`config.mk`:
```
export PLATFORM = sky130hd
export DESIGN_NAME = acq_sync_ctrl
export DESIGN_NICKNAME = d
export VERILOG_FILES = /design/src/exposure_timer.v /design/src/acq_sync_ctrl.v
export VERILOG_INCLUDE_DIRS = /design/src
export SDC_FILE = /design/constraint.sdc
export NUM_CORES = 1
export LEC_CHECK = 0
export ABC_AREA = 1
export BUFFER_PORTS_ARGS = -buffer_cell sky130_fd_sc_hd__buf_2
export CORE_MARGIN = 1
export CORE_UTILIZATION = 65
export CTS_CLUSTER_DIAMETER = 30
export DETAILED_ROUTE_END_ITERATION = 8
export PLACE_DENSITY = 0.84
export SYNTH_ARGS = -nofsm -noshare
export SYNTH_HDL_FRONTEND = slang
export SYNTH_SLANG_ARGS = --single-unit
export TNS_END_PERCENT = 5
```
`constraint.sdc`:
```
create_clock -name clk_in -period 3.75 [get_ports clk_in]
set_input_delay 1.125 -clock clk_in [delete_from_list [all_inputs] [get_ports clk_in]]
set_output_delay 1.125 -clock clk_in [all_outputs]
set_load 0.01 [all_outputs]
```
`src/acq_sync_defines.vh`:
```
// constants for the acquisition sync and trigger control block
//
// Behaviour
// - four video input channels share one digitizer and only the selected channel is passed on.
// - in slave mode line timing, and frame timing except with composite sync, come from the attached video source.
// - slave mode uses one chosen sync scheme: embedded, separate horizontal/vertical, or composite.
// - in master mode the block generates horizontal and vertical sync and drives it to the source.
// - an external trigger input aligns the start of acquisition with the outside event.
// - two exposure timers, retriggerable by software and by hardware, drive the exposure outputs.
// - channel select, arm, trigger mode, exposure time, gain and palette may change at run time; the rest is set up once.
`ifndef ACQ_SYNC_DEFINES_VH
`define ACQ_SYNC_DEFINES_VH

// register byte offsets
`define REG_CTRL      8'h00
`define REG_CONFIG    8'h04
`define REG_HTIME     8'h08
`define REG_VTIME     8'h0C
`define REG_EXP0      8'h10
`define REG_EXP1      8'h14
`define REG_EXP_KICK  8'h18
`define REG_STATUS    8'h1C

// control register fields
`define CTRL_CHAN_LO   0
`define CTRL_CHAN_HI   1
`define CTRL_TMODE_LO  2
`define CTRL_TMODE_HI  3
`define CTRL_GAIN_LO   4
`define CTRL_GAIN_HI   6
`define CTRL_PAL_LO    8
`define CTRL_PAL_HI    11
`define CTRL_ARM       12

// configuration register fields
`define CFG_MASTER     0
`define CFG_SCHEME_LO  1
`define CFG_SCHEME_HI  2
`define CFG_LOCK       3

// sync schemes
`define SCHEME_EMBED   2'h0
`define SCHEME_SEP     2'h1
`define SCHEME_COMP    2'h2

// trigger modes
`define TMODE_OFF      2'h0
`define TMODE_RISE     2'h1
`define TMODE_FALL     2'h2

// reset values and master sync pulse widths
`define CTRL_RESET     32'h00000000
`define CONFIG_RESET   32'h00000000
`define HTIME_RESET    32'h0000031F
`define VTIME_RESET    32'h0000020C
`define EXP_RESET      32'h00000100
`define HSYNC_WIDTH    32'h0000005F
`define VSYNC_WIDTH    32'h00000002

// ahb transfer type
`define HTRANS_NONSEQ  2'h2

`endif

```
`src/exposure_timer.v`:
```
// one retriggerable exposure timer
`timescale 1ns/1ps
`default_nettype none

module exposure_timer #(
    parameter WIDTH = 32
) (
    input  wire             clk_in,
    input  wire             rstn_in,
    input  wire             kick_in,
    input  wire [WIDTH-1:0] duration_in,
    output reg              active_out,
    output reg  [WIDTH-1:0] remain_out
);

    // a kick with a nonzero duration reloads the full duration, running or not; a zero duration ignores it
    always @(posedge clk_in or negedge rstn_in)
    begin
        if (!rstn_in)
        begin
            active_out <= 1'b0;
            remain_out <= {WIDTH{1'b0}};
        end
        else if (kick_in && (duration_in != {WIDTH{1'b0}}))
        begin
            active_out <= 1'b1;
            remain_out <= duration_in - {{(WIDTH-1){1'b0}}, 1'b1};
        end
        else if (active_out)
        begin
            if (remain_out == {WIDTH{1'b0}})
                active_out <= 1'b0;
            else
                remain_out <= remain_out - {{(WIDTH-1){1'b0}}, 1'b1};
        end
    end

endmodule // exposure_timer

`default_nettype wire

```
`src/acq_sync_ctrl.v`:
```
// acquisition channel select, sync master/slave, trigger and exposure control with AHB-Lite registers
`timescale 1ns/1ps
`default_nettype none
`include "acq_sync_defines.vh"

module acq_sync_ctrl #(
    parameter CNT_W = 32
) (
    input  wire        clk_in,
    input  wire        rstn_in,
    // ahb-lite slave
    input  wire        hsel_in,
    input  wire [7:0]  haddr_in,
    input  wire [1:0]  htrans_in,
    input  wire        hwrite_in,
    input  wire [2:0]  hsize_in,
    input  wire        hready_in,
    input  wire [31:0] hwdata_in,
    output wire [31:0] hrdata_out,
    output wire        hreadyout_out,
    output wire        hresp_out,
    // video side
    input  wire [3:0]  video_in,
    input  wire        emb_hsync_in,
    input  wire        emb_vsync_in,
    input  wire        hsync_in,
    input  wire        vsync_in,
    input  wire        csync_in,
    input  wire        trigger_in,
    output reg         video_out,
    output reg         hsync_out,
    output reg         hsync_oe_out,
    output reg         vsync_out,
    output reg         vsync_oe_out,
    output reg         line_start_out,
    output reg         frame_start_out,
    output reg         acq_start_out,
    output wire [1:0]  exposure_out,
    output reg  [2:0]  gain_out,
    output reg  [3:0]  palette_out
);

    reg  [31:0] ctrl;
    reg  [31:0] config_reg;
    reg  [31:0] htime;
    reg  [31:0] vtime;
    reg  [31:0] exp0;
    reg  [31:0] exp1;
    reg  [1:0]  sw_kick;
    reg         wr_pend;
    reg  [7:0]  wr_addr;
    reg  [31:0] rdata;
    reg  [CNT_W-1:0] hcnt;
    reg  [CNT_W-1:0] vcnt;
    reg         h_prev;
    reg         v_prev;
    reg         trig_prev;
    reg         trig_seen;
    wire        sel_h;
    wire        sel_v;
    wire        h_edge;
    wire        v_edge;
    wire        trig_hit;
    wire        master;
    wire [1:0]  tmode;
    wire [1:0]  kick;
    wire        addr_ok;

    assign master = config_reg[`CFG_MASTER];
    assign tmode  = ctrl[`CTRL_TMODE_HI:`CTRL_TMODE_LO];

    // bus always answers at once with OKAY
    assign hreadyout_out = 1'b1;
    assign hresp_out     = 1'b0;
    assign hrdata_out    = rdata;
    assign addr_ok       = hsel_in && hready_in && (htrans_in == `HTRANS_NONSEQ);

    // register address decode used by the write path; reads decode haddr_in in their own case
    function is_mapped;
        input [7:0] a;
        begin
            is_mapped = (a <= `REG_STATUS) && (a[1:0] == 2'h0);
        end
    endfunction

    // write capture in address phase, commit in data phase
    always @(posedge clk_in or negedge rstn_in)
    begin
        if (!rstn_in)
        begin
            wr_pend <= 1'b0;
            wr_addr <= 8'h00;
        end
        else
        begin
            wr_pend <= addr_ok && hwrite_in;
            wr_addr <= haddr_in;
        end
    end

    // register file; config and timing are the setup-time camera profile, ctrl, exp0 and exp1 are the run-time set
    always @(posedge clk_in or negedge rstn_in)
    begin
        if (!rstn_in)
        begin
            ctrl       <= `CTRL_RESET;
            config_reg <= `CONFIG_RESET;
            htime      <= `HTIME_RESET;
            vtime      <= `VTIME_RESET;
            exp0       <= `EXP_RESET;
            exp1       <= `EXP_RESET;
            sw_kick    <= 2'h0;
        end
        else
        begin
            sw_kick <= 2'h0;
            if (wr_pend && is_mapped(wr_addr))
            begin
                case (wr_addr)
                    `REG_CTRL:     ctrl <= hwdata_in;
                    // profile is frozen once locked; only a reset reopens it
                    `REG_CONFIG:   if (!config_reg[`CFG_LOCK]) config_reg <= hwdata_in;
                    `REG_HTIME:    if (!config_reg[`CFG_LOCK]) htime <= hwdata_in;
                    `REG_VTIME:    if (!config_reg[`CFG_LOCK]) vtime <= hwdata_in;
                    `REG_EXP0:     exp0 <= hwdata_in;
                    `REG_EXP1:     exp1 <= hwdata_in;
                    `REG_EXP_KICK: sw_kick <= hwdata_in[1:0];
                    default:       ctrl <= ctrl;
                endcase
            end
        end
    end

    // read data registered in the address phase
    always @(posedge clk_in or negedge rstn_in)
    begin
        if (!rstn_in)
            rdata <= 32'h00000000;
        else if (addr_ok && !hwrite_in)
        begin
            case (haddr_in)
                `REG_CTRL:     rdata <= ctrl;
                `REG_CONFIG:   rdata <= config_reg;
                `REG_HTIME:    rdata <= htime;
                `REG_VTIME:    rdata <= vtime;
                `REG_EXP0:     rdata <= exp0;
                `REG_EXP1:     rdata <= exp1;
                `REG_STATUS:   rdata <= {25'h0000000, trig_seen, exposure_out, vsync_out, hsync_out,
                                         master, 1'b0};
                default:       rdata <= 32'h00000000;
            endcase
        end
    end

    // channel mux: one digitizer, one selected input
    always @(posedge clk_in or negedge rstn_in)
    begin
        if (!rstn_in)
        begin
            video_out   <= 1'b0;
            gain_out    <= 3'h0;
            palette_out <= 4'h0;
        end
        else
        begin
            video_out   <= video_in[ctrl[`CTRL_CHAN_HI:`CTRL_CHAN_LO]];
            gain_out    <= ctrl[`CTRL_GAIN_HI:`CTRL_GAIN_LO];
            palette_out <= ctrl[`CTRL_PAL_HI:`CTRL_PAL_LO];
        end
    end

    // slave sync source by scheme; composite gives horizontal only, vertical is held low
    assign sel_h = (config_reg[`CFG_SCHEME_HI:`CFG_SCHEME_LO] == `SCHEME_EMBED) ? emb_hsync_in :
                   (config_reg[`CFG_SCHEME_HI:`CFG_SCHEME_LO] == `SCHEME_SEP)   ? hsync_in : csync_in;
    assign sel_v = (config_reg[`CFG_SCHEME_HI:`CFG_SCHEME_LO] == `SCHEME_EMBED) ? emb_vsync_in :
                   (config_reg[`CFG_SCHEME_HI:`CFG_SCHEME_LO] == `SCHEME_SEP)   ? vsync_in : 1'b0;
    assign h_edge = sel_h && !h_prev;
    assign v_edge = sel_v && !v_prev;

    // sync: master counts its own raster, slave follows the source edges
    always @(posedge clk_in or negedge rstn_in)
    begin
        if (!rstn_in)
        begin
            hcnt            <= {CNT_W{1'b0}};
            vcnt            <= {CNT_W{1'b0}};
            h_prev          <= 1'b0;
            v_prev          <= 1'b0;
            hsync_out       <= 1'b0;
            vsync_out       <= 1'b0;
            hsync_oe_out    <= 1'b0;
            vsync_oe_out    <= 1'b0;
            line_start_out  <= 1'b0;
            frame_start_out <= 1'b0;
        end
        else
        begin
            h_prev       <= sel_h;
            v_prev       <= sel_v;
            hsync_oe_out <= master;
            vsync_oe_out <= master;
            if (master)
            begin
                // the source must lock to these, nothing here checks that it did
                hcnt <= (hcnt >= htime[CNT_W-1:0]) ? {CNT_W{1'b0}} : hcnt + 1'b1;
                if (hcnt >= htime[CNT_W-1:0])
                    vcnt <= (vcnt >= vtime[CNT_W-1:0]) ? {CNT_W{1'b0}} : vcnt + 1'b1;
                hsync_out       <= (hcnt < `HSYNC_WIDTH);
                vsync_out       <= (vcnt < `VSYNC_WIDTH);
                line_start_out  <= (hcnt == {CNT_W{1'b0}});
                frame_start_out <= (hcnt == {CNT_W{1'b0}}) && (vcnt == {CNT_W{1'b0}});
            end
            else
            begin
                hcnt            <= {CNT_W{1'b0}};
                vcnt            <= {CNT_W{1'b0}};
                hsync_out       <= sel_h;
                vsync_out       <= sel_v;
                line_start_out  <= h_edge;
                frame_start_out <= v_edge;
            end
        end
    end

    // trigger edge by mode; pulses shorter than one clock may be missed
    assign trig_hit = ((tmode == `TMODE_RISE) && trigger_in && !trig_prev) ||
                      ((tmode == `TMODE_FALL) && !trigger_in && trig_prev);

    // acquisition starts at the first frame after the trigger, armed or not; with trigger off, arm starts every frame
    always @(posedge clk_in or negedge rstn_in)
    begin
        if (!rstn_in)
        begin
            trig_prev     <= 1'b0;
            trig_seen     <= 1'b0;
            acq_start_out <= 1'b0;
        end
        else
        begin
            trig_prev     <= trigger_in;
            acq_start_out <= 1'b0;
            if (tmode == `TMODE_OFF)
            begin
                trig_seen     <= 1'b0;
                acq_start_out <= ctrl[`CTRL_ARM] && frame_start_out;
            end
            else if (trig_hit)
                trig_seen <= 1'b1;
            else if (trig_seen && frame_start_out)
            begin
                trig_seen     <= 1'b0;
                acq_start_out <= 1'b1;
            end
        end
    end

    assign kick = sw_kick | {trig_hit, trig_hit};

    exposure_timer #(
        .WIDTH      (CNT_W)
    ) u_exp0 (
        .clk_in     (clk_in),
        .rstn_in    (rstn_in),
        .kick_in    (kick[0]),
        .duration_in(exp0[CNT_W-1:0]),
        .active_out (exposure_out[0]),
        .remain_out ()  // countdown stays private to the timer
    );

    exposure_timer #(
        .WIDTH      (CNT_W)
    ) u_exp1 (
        .clk_in     (clk_in),
        .rstn_in    (rstn_in),
        .kick_in    (kick[1]),
        .duration_in(exp1[CNT_W-1:0]),
        .active_out (exposure_out[1]),
        .remain_out ()
    );

endmodule // acq_sync_ctrl

`default_nettype wire

```
**After elaboration in Yosys (flattened, before gate mapping)**

Index checks and enable logic that the tools add are counted.

- Magnitude comparators: 6
- Eq/ne operators: 19
- Mux-type cells: 37
- Add/subtract/negate cells: 6
- Reductions and logical operators: 46
- Bitwise operators: 2

Operator list:

| operator | number |
|---|---|
| 32-bit 2-to-1 mux | 11 |
| 32-bit case mux with 7 select lines | 1 |
| 32-bit zero test | 4 |
| 32-bit by 1-bit subtractor with 32-bit output, second input constant | 4 |
| 32-bit by 1-bit adder with 32-bit output, second input constant | 2 |
| 32-bit greater-or-equal comparator | 2 |
| 32-bit nonzero test | 2 |
| 8-bit by 5-bit == test with 1-bit output, second input constant | 6 |
| 8-bit by 4-bit == test with 1-bit output, second input constant | 4 |
| 32-bit by 2-bit less-than comparator with 1-bit output, second input constant | 1 |
| 32-bit by 7-bit less-than comparator with 1-bit output, second input constant | 1 |
| 1-bit 2-to-1 mux | 21 |
| 1-bit logical AND | 17 |
| 8-bit by 3-bit == test with 1-bit output, second input constant | 2 |
| 8-bit zero test | 2 |
| 2-bit AND reduction | 6 |
| 3-bit AND reduction | 3 |
| 8-bit by 5-bit <= comparator with 1-bit output, second input constant | 1 |
| 2-bit zero test | 3 |
| 2-bit by 1-bit != test with 1-bit output, second input constant | 3 |
| 1-bit zero test | 5 |
| 2-bit by 1-bit == test with 1-bit output, second input constant | 2 |
| 2-bit == test, second input constant | 2 |
| 2-bit 2-to-1 mux | 2 |
| other kinds (8) | 9 |

- Bits of input ports: 60
- Register bits after elaboration: 383

**Logic depth before layout (Yosys ltp)**

Gate-level depths: netlist (run 1).

- Depth in word-level cells: 8
- Depth in mapped cells: 19

**Modules after synthesis**

From an unflattened synthesis (run 1), not the netlist that was laid out.

- Cells, all modules: 3,198
- Area total of the unflattened synthesis: 22,844.4 um^2

By module, submodules not included:

| module | area each (um^2) | sequential area each (um^2) | cells an instance | instances |
|---|---|---|---|---|
| acq_sync_ctrl | 16,460.8 | 7,947.6 | 2,078 | 1 |
| exposure_timer | 3,191.8 | 825.8 | 560 | 2 |

**Worst setup path after synthesis (run 1)**

OpenSTA, ideal clock, no wires.

- Kind: input-to-reg
- Start point: input trigger_in
- End point: register u_exp1.remain_out[16]
- Path buffers: 1
- Arrival: 2.772 ns
- Data required time: 3.619 ns
- Stages: 16
- Slack: 0.847 ns
- Setup time: 0.131 ns
- Cell sequence: o22ai_1 -> nand2_1 -> nand2_1 -> o21ai_1 -> buf_4 -> nand2_1 -> o21ai_1 -> inv_1 -> ha_1 -> nand2_1 -> nor2_2 -> nand2_1 -> nor2_1 -> nand2_1 -> nand3_1 -> o21ai_0

- Word-level cells in the longest chain between the ends: 8

Ends and longest elaborated chain:

| element | RTL line | RTL |
|---|---|---|
| start, declared | acq_sync_ctrl.v:29 | `input wire trigger_in,` |
| 1-bit zero test | acq_sync_ctrl.v:227 | `` ((tmode == `TMODE_FALL) && !trigger_in && trig_prev); `` |
| 1-bit logical AND (2 in series) | acq_sync_ctrl.v:227 |  |
| 1-bit logical OR * | acq_sync_ctrl.v:226 | `` assign trig_hit = ((tmode == `TMODE_RISE) && trigger_in && !trig_prev) \|\| `` |
| 2-bit OR * | acq_sync_ctrl.v:257 | `assign kick = sw_kick \| {trig_hit, trig_hit};` |
| 1-bit logical AND * | exposure_timer.v:24 | `else if (kick_in && (duration_in != {WIDTH{1'b0}}))` |
| 2-bit by 1-bit != test with 1-bit output (no source line) / 2-bit nonzero test (equally long branches) | - |  |
| 2-bit AND reduction (no source line) | - |  |
| end signal, assigned | exposure_timer.v:22 | `remain_out <= {WIDTH{1'b0}};` |
| end signal, assigned | exposure_timer.v:27 | `remain_out <= duration_in - {{(WIDTH-1){1'b0}}, 1'b1};` |
| end signal, assigned | exposure_timer.v:34 | `remain_out <= remain_out - {{(WIDTH-1){1'b0}}, 1'b1};` |
| end, declared | exposure_timer.v:13 | `output reg [WIDTH-1:0] remain_out` |

Every way passes the cells marked *; elsewhere a longest branch is shown, timed or not.
A chain may end at the register's enable or synchronous reset.

**Worst setup path in the final report (run 1)**

- Start point: register exp0[2]
- End point: register u_exp0.remain_out[29]

- Word-level cells in the longest chain between the ends: 4

Ends and longest elaborated chain:

| element | RTL line | RTL |
|---|---|---|
| start, declared | acq_sync_ctrl.v:47 | `reg [31:0] exp0;` |
| start signal, assigned | acq_sync_ctrl.v:110 | `` exp0 <= `EXP_RESET; `` |
| start signal, assigned | acq_sync_ctrl.v:125 | `` `REG_EXP0: exp0 <= hwdata_in; `` |
| branches (longest 4 deep; another with 32-bit by 1-bit subtractor with 32-bit output) | - |  |
| end signal, assigned | exposure_timer.v:22 |  |
| end signal, assigned | exposure_timer.v:27 |  |
| end signal, assigned | exposure_timer.v:34 |  |
| end, declared | exposure_timer.v:13 |  |

Several ways; the timed one is not identified.

==> results of run 1 <==
==> kinds of logic (layout without fill, tap and decap cells) <==
kind of cell | count (synthesis) | in the layout | synth area share (%)
flops | 383 | 383 | 44.5
xor+xnor | 46 | 46 | 1.87
compound gates | 485 | 485 | 12.4
buf+inv | 484 | 672 | 8.75
other cells | 2 | 2 | 0.0348
fa+ha+maj | 70 | 70 | 4.06
simple gates | 1437 | 1437 | 28.4
==> placed cells by master (no fill, tap or decap), types with 5 or more instances in the layout <==
cell        count
nand2_1       808
buf_12          9
clkbuf_16      85
o22ai_1        26
buf_2         104
o2111ai_1      11
a21oi_1        58
nor2_2         20
o211ai_1        5
o221ai_1       10
clkinvlp_4      7
nor2_1        241
dfstp_2        12
xor2_1         39
a31oi_1         7
clkinv_2       17
buf_4          31
ha_1           70
nor4_1         30
a221oi_1        8
dfrtp_1       371
a211oi_1        6
nand3_1       181
bufinv_16      13
clkbuf_8       14
nor3_1         48
clkbuf_1        7
or2_2           5
nand3b_1       33
o31ai_1         5
o21ai_0       324
inv_1         370
o21ai_1         6
nand2_2        22
nand4_1        36
xnor2_1         7
==> per-layer routing <==
| layer | track usage (%) | vias up | wire length [um] |
|---|---|---|---|
| met2 | 67.8 | 1472 | 32400 |
| met3 | 10.3 | 350 | 7640 |
| met1 | 53.8 | 10200 | 26400 |
| met5 | 0 | - | 0 |
| met4 | 26.7 | 0 | 4670 |
| li1 | - | 9708 | - |
==> cell type report <==
cell class	count	area [um^2]	share of cell area (%)
inverters	373	1400	5.46
repair buffers	145	948	3.70
clock buffers	106	2350	9.15
well taps	442	553	2.16
clock inverters	48	651	2.54
multi-input cells	2040	10100	39.5
flip-flops and latches	383	9600	37.5
==> critical path: stages, from the launching register on <==
cell     delay (ps)
dfrtp_1         460
nor2_1          180
nand2_1         110
nor2_1          120
nand2_1         120
o21ai_4         520
buf_4           340
nand2_1          80
nand2_1         100
nand2_1          80
nor2_2          220
nand2_1         160
nor2_4          280
nand3_1         120
nand3_1          90
nand2_1          60
==> through the flow <==
step | cells | setup WS [ps] | util [%] | total power [mW] | hold slack [ps]
floorplan | 2907 | 847 | - | 4.94 | 352
global placement | 3383 | 281 | 69.4 | 5.22 | 387
detailed placement | 3383 | 232 | 69.4 | 5.26 | 385
CTS | 3537 | 660 | 78.6 | 13.0 | 405
global route | 3537 | 267 | 78.6 | 13.3 | 411
finish | 3537 | 585 | 78.6 | 13.0 | 410
==> how the worst max path moves through the flow <==
stage               cells after the start               endpoint       start
floorplan                              16  u_exp1.remain_out[16]  trigger_in
global placement                       16  u_exp0.remain_out[29]  trigger_in
detailed placement                     14  u_exp1.remain_out[23]  trigger_in
CTS                                    15  u_exp0.remain_out[29]     exp0[2]
global route                           17  u_exp0.remain_out[18]     exp0[4]
finish                                 15  u_exp0.remain_out[29]     exp0[2]
==> power groups by stage <==
stage                     sequential (mW)  combinational [mW]  clock, mW
final                                4.39               0.835       7.76
after global routing                 4.40               0.940       7.98
after CTS                            4.39               0.825       7.76
after detailed placement             4.45               0.805          0
after global placement               4.44               0.777          0
after floorplan                      4.43               0.512          0
==> run_results.csv, run 1 <==
group,metric,value,unit
die,fp.dieArea,33900,um^2
worst_hold_path,min_from,"ctrl[8]",
worst_hold_path,min_delay_path_depth,0,
die,die_width,184,um
timing,post-route-period-util,84.4,%
clock_network,cts_setup_buffers,0,
logic_synthesis,yosysMostFrequentCell,"nand2_1",
die,die_h,184,um
timing,final.min_clock_period,3160,ps
cells_and_area,areaGrowthSynthToFinish,18.7,%
clock_network,cts_buffers,83,
clock_network,htreeDepth,3,
timing,hold_viol_final,0,
logic_synthesis,synth-async-reset-ratio,100,%
place,gp_congestion,1.01,
cells_and_area,post-route-cell-area,25600,um^2
place,port_buffers,105,
timing,setup-violations-final,0,
die,ioPinCount,111,
clock_network,worst_skew_pair.late_latency,620,ps
place,detailed_place_hpwl,48.5,mm
worst_setup_path,required,4230,ps
worst_setup_path,cp.arrival,3650,ps
run_status,status,"completed",
logic_synthesis,synth_nets,3037,
worst_setup_path,end_kind,"flip-flop",
power_and_ir_drop,p_seq_share,33.8,%
timing,fin_setup_tns,0,ps
global_route,grt_pass1_vias,21100,
worst_setup_path,r2r_start,"exp0[2]",
logic_synthesis,synth-main-ff-cell,"dfrtp_1",
clock_network,clock_sinks,383,
cells_and_area,fill_cells,2250,
timing,timing.fmax,316,MHz
global_route,grt_pass1_wl,112,mm
die,row_count,66,
route,post-route-drc-count,0,
clock_network,clock-root-buffer,"clkbuf_16",
die,start_util,66.2,%
route,ant_nets,0,
cells_and_area,n_antenna_cell,0,
clock_network,clkTransAtPathRegs,50,ps
cells_and_area,layout-drive-gt1-share,11.7,%
clock_network,cts_resized,0,
worst_setup_path,critPathKind,"flip-flop to flip-flop",
worst_setup_path,cp-start-kind,"flip-flop",
route,finalWirelength,71.1,mm
clock_network,cts_tree,"yes",
power_and_ir_drop,ir_drop,0.604,mV
logic_synthesis,ys_warn_count,0,
global_route,grt.total_usage,43.1,%
cells_and_area,nets,3156,
timing,drv_slew,0,
power_and_ir_drop,p_comb_share,6.4,%
worst_setup_path,cp_max_fo,21,
clock_network,cts_max_path_buffers,3,
power_and_ir_drop,p_clk_share,59.8,%
flow_run,cap_violations,0,
die,core,32600,um^2
logic_synthesis,yosys.area.top_type,"dfrtp_1",
logic_synthesis,synthCells,2907,
place,placed_area,22600,um^2
power_and_ir_drop,leakage,13.6,nW
route,dr.pass1.iters,7,
timing,rsz0062_at_grt,"false",
timing,worst_slew_margin_rel,15.8,%
worst_hold_path,min_path_type,"flip-flop to flip-flop",
global_route,grt_antenna_before_repair,0,
worst_setup_path,reg2reg_depth,15,
route,routedWlPerCell,20.1,um
global_route,grt_start_max_net_pins,95,
power_and_ir_drop,pwr_density_cell,507,nW/um^2
logic_synthesis,synth_top_area_share,43.0,%
clock_network,postCtsHoldBufs,0,
power_and_ir_drop,power.switching,3.13,mW
worst_hold_path,hold_end,"palette_out[0]",
logic_synthesis,seq_area_frac_synth,44.5,%
logic_synthesis,ys_top_cells_by_area,"dfrtp_1 (43%), nand2_1 (14%), o21ai_0 (7.5%), inv_1 (6.4%), nand3_1 (4.2%)",
logic_synthesis,synth-edff-count,0,
logic_synthesis,netlist_area,21600,um^2
worst_setup_path,rrSetupSlack,590,ps
power_and_ir_drop,intPower,9.86,mW
logic_synthesis,yosysUniqueCellTypes,53,
route,viasPerCell,6.14,
timing,finalClockSkew,37.3,ps
route,vias,21700,
global_route,gr-total-overflow,0,
logic_synthesis,synth_seq_cells,383,
logic_synthesis,syn_avg_cell_area,7.42,um^2
logic_synthesis,synth_top_cells_by_count,"nand2_1 (814), dfrtp_1 (371), inv_1 (370)",
timing,tightest_slew,1260,ps
route,drt_iter0_markers,2750,
worst_setup_path,timing.rr.end,"u_exp0.remain_out[29]",
power_and_ir_drop,swShare,24.1,%
Note: power is estimated with default switching activity, not from simulation.
==> inputs of run 2 (changes only) <==
Settings changed: CORE_UTILIZATION 65 to 62, PLACE_DENSITY 0.84 to 0.81.
Clock period 3.75 ns to 3 ns, I/O delays scaled along.
==> run 2 against run 1 <==
  * Register-to-register slack got worse by 390 ps
  * Clock-buffer cell count increased by 20
  * The run now ends with design-rule violations left
  * Largest power group unchanged
  * Power increased by 33%
  * Sequential cell count unchanged
  * Critical path type unchanged
  * Via count increased by 1.0%
  * Final cell count increased by 3.7%
==> run_results.csv, run 2 (same netlist as run 1, synthesis figures left out) <==
group,metric,value,unit
place,port_buffers,105,
clock_network,postCtsHoldBufs,0,
global_route,gr-total-overflow,0,
power_and_ir_drop,pwr_density_cell,642,nW/um^2
worst_setup_path,end_kind,"flip-flop",
place,gp_congestion,1.02,
power_and_ir_drop,ir_drop,0.625,mV
place,placed_area,23500,um^2
worst_setup_path,critPathKind,"flip-flop to flip-flop",
clock_network,clock-root-buffer,"clkbuf_16",
timing,finalClockSkew,47.8,ps
global_route,grt.total_usage,41.8,%
run_status,violations,"design-rule violations",
clock_network,worst_skew_pair.late_latency,630,ps
worst_setup_path,cp-start-kind,"flip-flop",
clock_network,clkTransAtPathRegs,50,ps
die,start_util,63.7,%
route,drt_iter0_markers,2611,
route,dr.pass1.iters,9,
cells_and_area,n_antenna_cell,0,
route,ant_nets,0,
run_status,status,"finished with violations",
timing,post-route-period-util,93.5,%
route,finalWirelength,72.7,mm
cells_and_area,layout_common_cells,"nand2_1 (807), dfrtp_1 (371), inv_1 (370), o21ai_0 (324), nor2_1 (241)",
timing,worst_slew_margin_rel,39.1,%
clock_network,cts_tree,"yes",
route,post-route-drc-count,12,
timing,tightest_slew,891,ps
clock_network,cts_setup_buffers,0,
power_and_ir_drop,power.total,17.2,mW
route,routedWlPerCell,19.8,um
timing,holdWs,177,ps
worst_setup_path,cp_max_fo,7,
cells_and_area,nets,3275,
cells_and_area,finalNonFillerCells,3669,
die,fp.dieArea,35600,um^2
worst_setup_path,cp.arrival,3290,ps
global_route,grt_pass1_wl,116,mm
timing,drv_slew,0,
timing,timing.fmax,357,MHz
cells_and_area,layout-drive-gt1-share,15.0,%
global_route,grt_start_max_net_pins,80,
die,row_count,67,
timing,rsz0062_at_grt,"false",
cells_and_area,seqCellArea,9600,um^2
die,die_h,189,um
timing,final.min_clock_period,2800,ps
timing,hold_viol_final,0,
die,ioPinCount,111,
clock_network,cts_max_path_buffers,3,
worst_setup_path,required,3490,ps
global_route,grt_antenna_before_repair,2,
flow_run,cap_violations,0,
cells_and_area,fill_cells,2197,
clock_network,htreeDepth,3,
global_route,grt_pass1_vias,22100,
power_and_ir_drop,leakage,14.3,nW
cells_and_area,final_common_cell,"nand2_1",
route,vias,21900,
die,core,33900,um^2
cells_and_area,multi_input_area,10100,um^2
clock_network,cts_buffers,90,
cells_and_area,post-route-cell-area,26900,um^2
timing,setup-violations-final,0,
place,dp_cells,3501,
clock_network,clock_sinks,383,
place,detailed_place_hpwl,49.7,mm
route,viasPerCell,5.98,
worst_hold_path,min_path_type,"primary input to async pin",
cells_and_area,areaGrowthSynthToFinish,24.4,%
die,die_width,189,um
-- run 2: area by class of cell --
type	count	share of cell area (%)
Multi-Input combinational cell	2040	37.8
Sequential cell	383	35.7
Clock buffer	126	9.79
Timing Repair Buffer	257	6.82
Inverter	373	5.21
Clock inverter	42	2.59
Tap cell	448	2.09
-- run 2: path summary, 6_finish.rpt --
check,startpoint,end,slack [ps],cells past startpoint
setup / recovery,exp0[28],u_exp0.remain_out[28],200,18
hold / removal,rstn_in,gain_out[1],180,1
setup reg to reg,exp0[28],u_exp0.remain_out[28],200,18
hold reg to reg,ctrl[9],palette_out[1],410,0
max in group asynchronous,rstn_in,vtime[2],2040,2
min in group clk_in,ctrl[9],palette_out[1],410,0
-- run 2: stage by stage --
stage | TNS [ps] | utilization [%] | setup slack, ps
after floorplan | 0 | - | 322
after global placement | -2100 | 69.4 | -113
after detailed placement | -3610 | 69.4 | -190
after CTS | 0 | 79.3 | 59.1
after global routing | 0 | 79.3 | 6.48
final | 0 | 79.3 | 196
-- run 2: report_power, final --
| part | leakage (nW) | switching [mW] | internal (mW) | total (mW) |
|---|---|---|---|---|
| Clock | 1.63 | 3.18 | 7.38 | 10.6 |
| Sequential | 3.99 | 0.147 | 5.35 | 5.50 |
| Combinational | 8.69 | 0.728 | 0.466 | 1.19 |
| Total | 14.3 | 4.05 | 13.2 | 17.2 |
-- run 2: what timing repair did --
action	in CTS	in global routing
endpoints found under the setup margin	0	23
hold endpoints to repair	0	0
resized for setup	0	4
-- run 2: worst max-delay path, stage by stage (launching register included) --
cell	delay, ps
dfrtp_1	390
nor2_1	110
nand2_1	180
nor2_1	170
nand2_1	130
o21ai_4	260
buf_4	150
o21ai_2	50
inv_1	70
ha_1	170
nand2_1	80
nor2_1	180
nand2_2	180
nor2_1	230
nand2_1	80
nand2_1	70
nand2_1	60
nand2_1	60
nand2_1	50
-- run 2: routing by layer --
| metal | GRT usage (%) | wire length (um) |
|---|---|---|
| met4 | 27.7 | 5060 |
| met1 | 51.8 | 27300 |
| met2 | 64.6 | 32500 |
| met3 | 10.8 | 7790 |
| met5 | 0 | 0 |
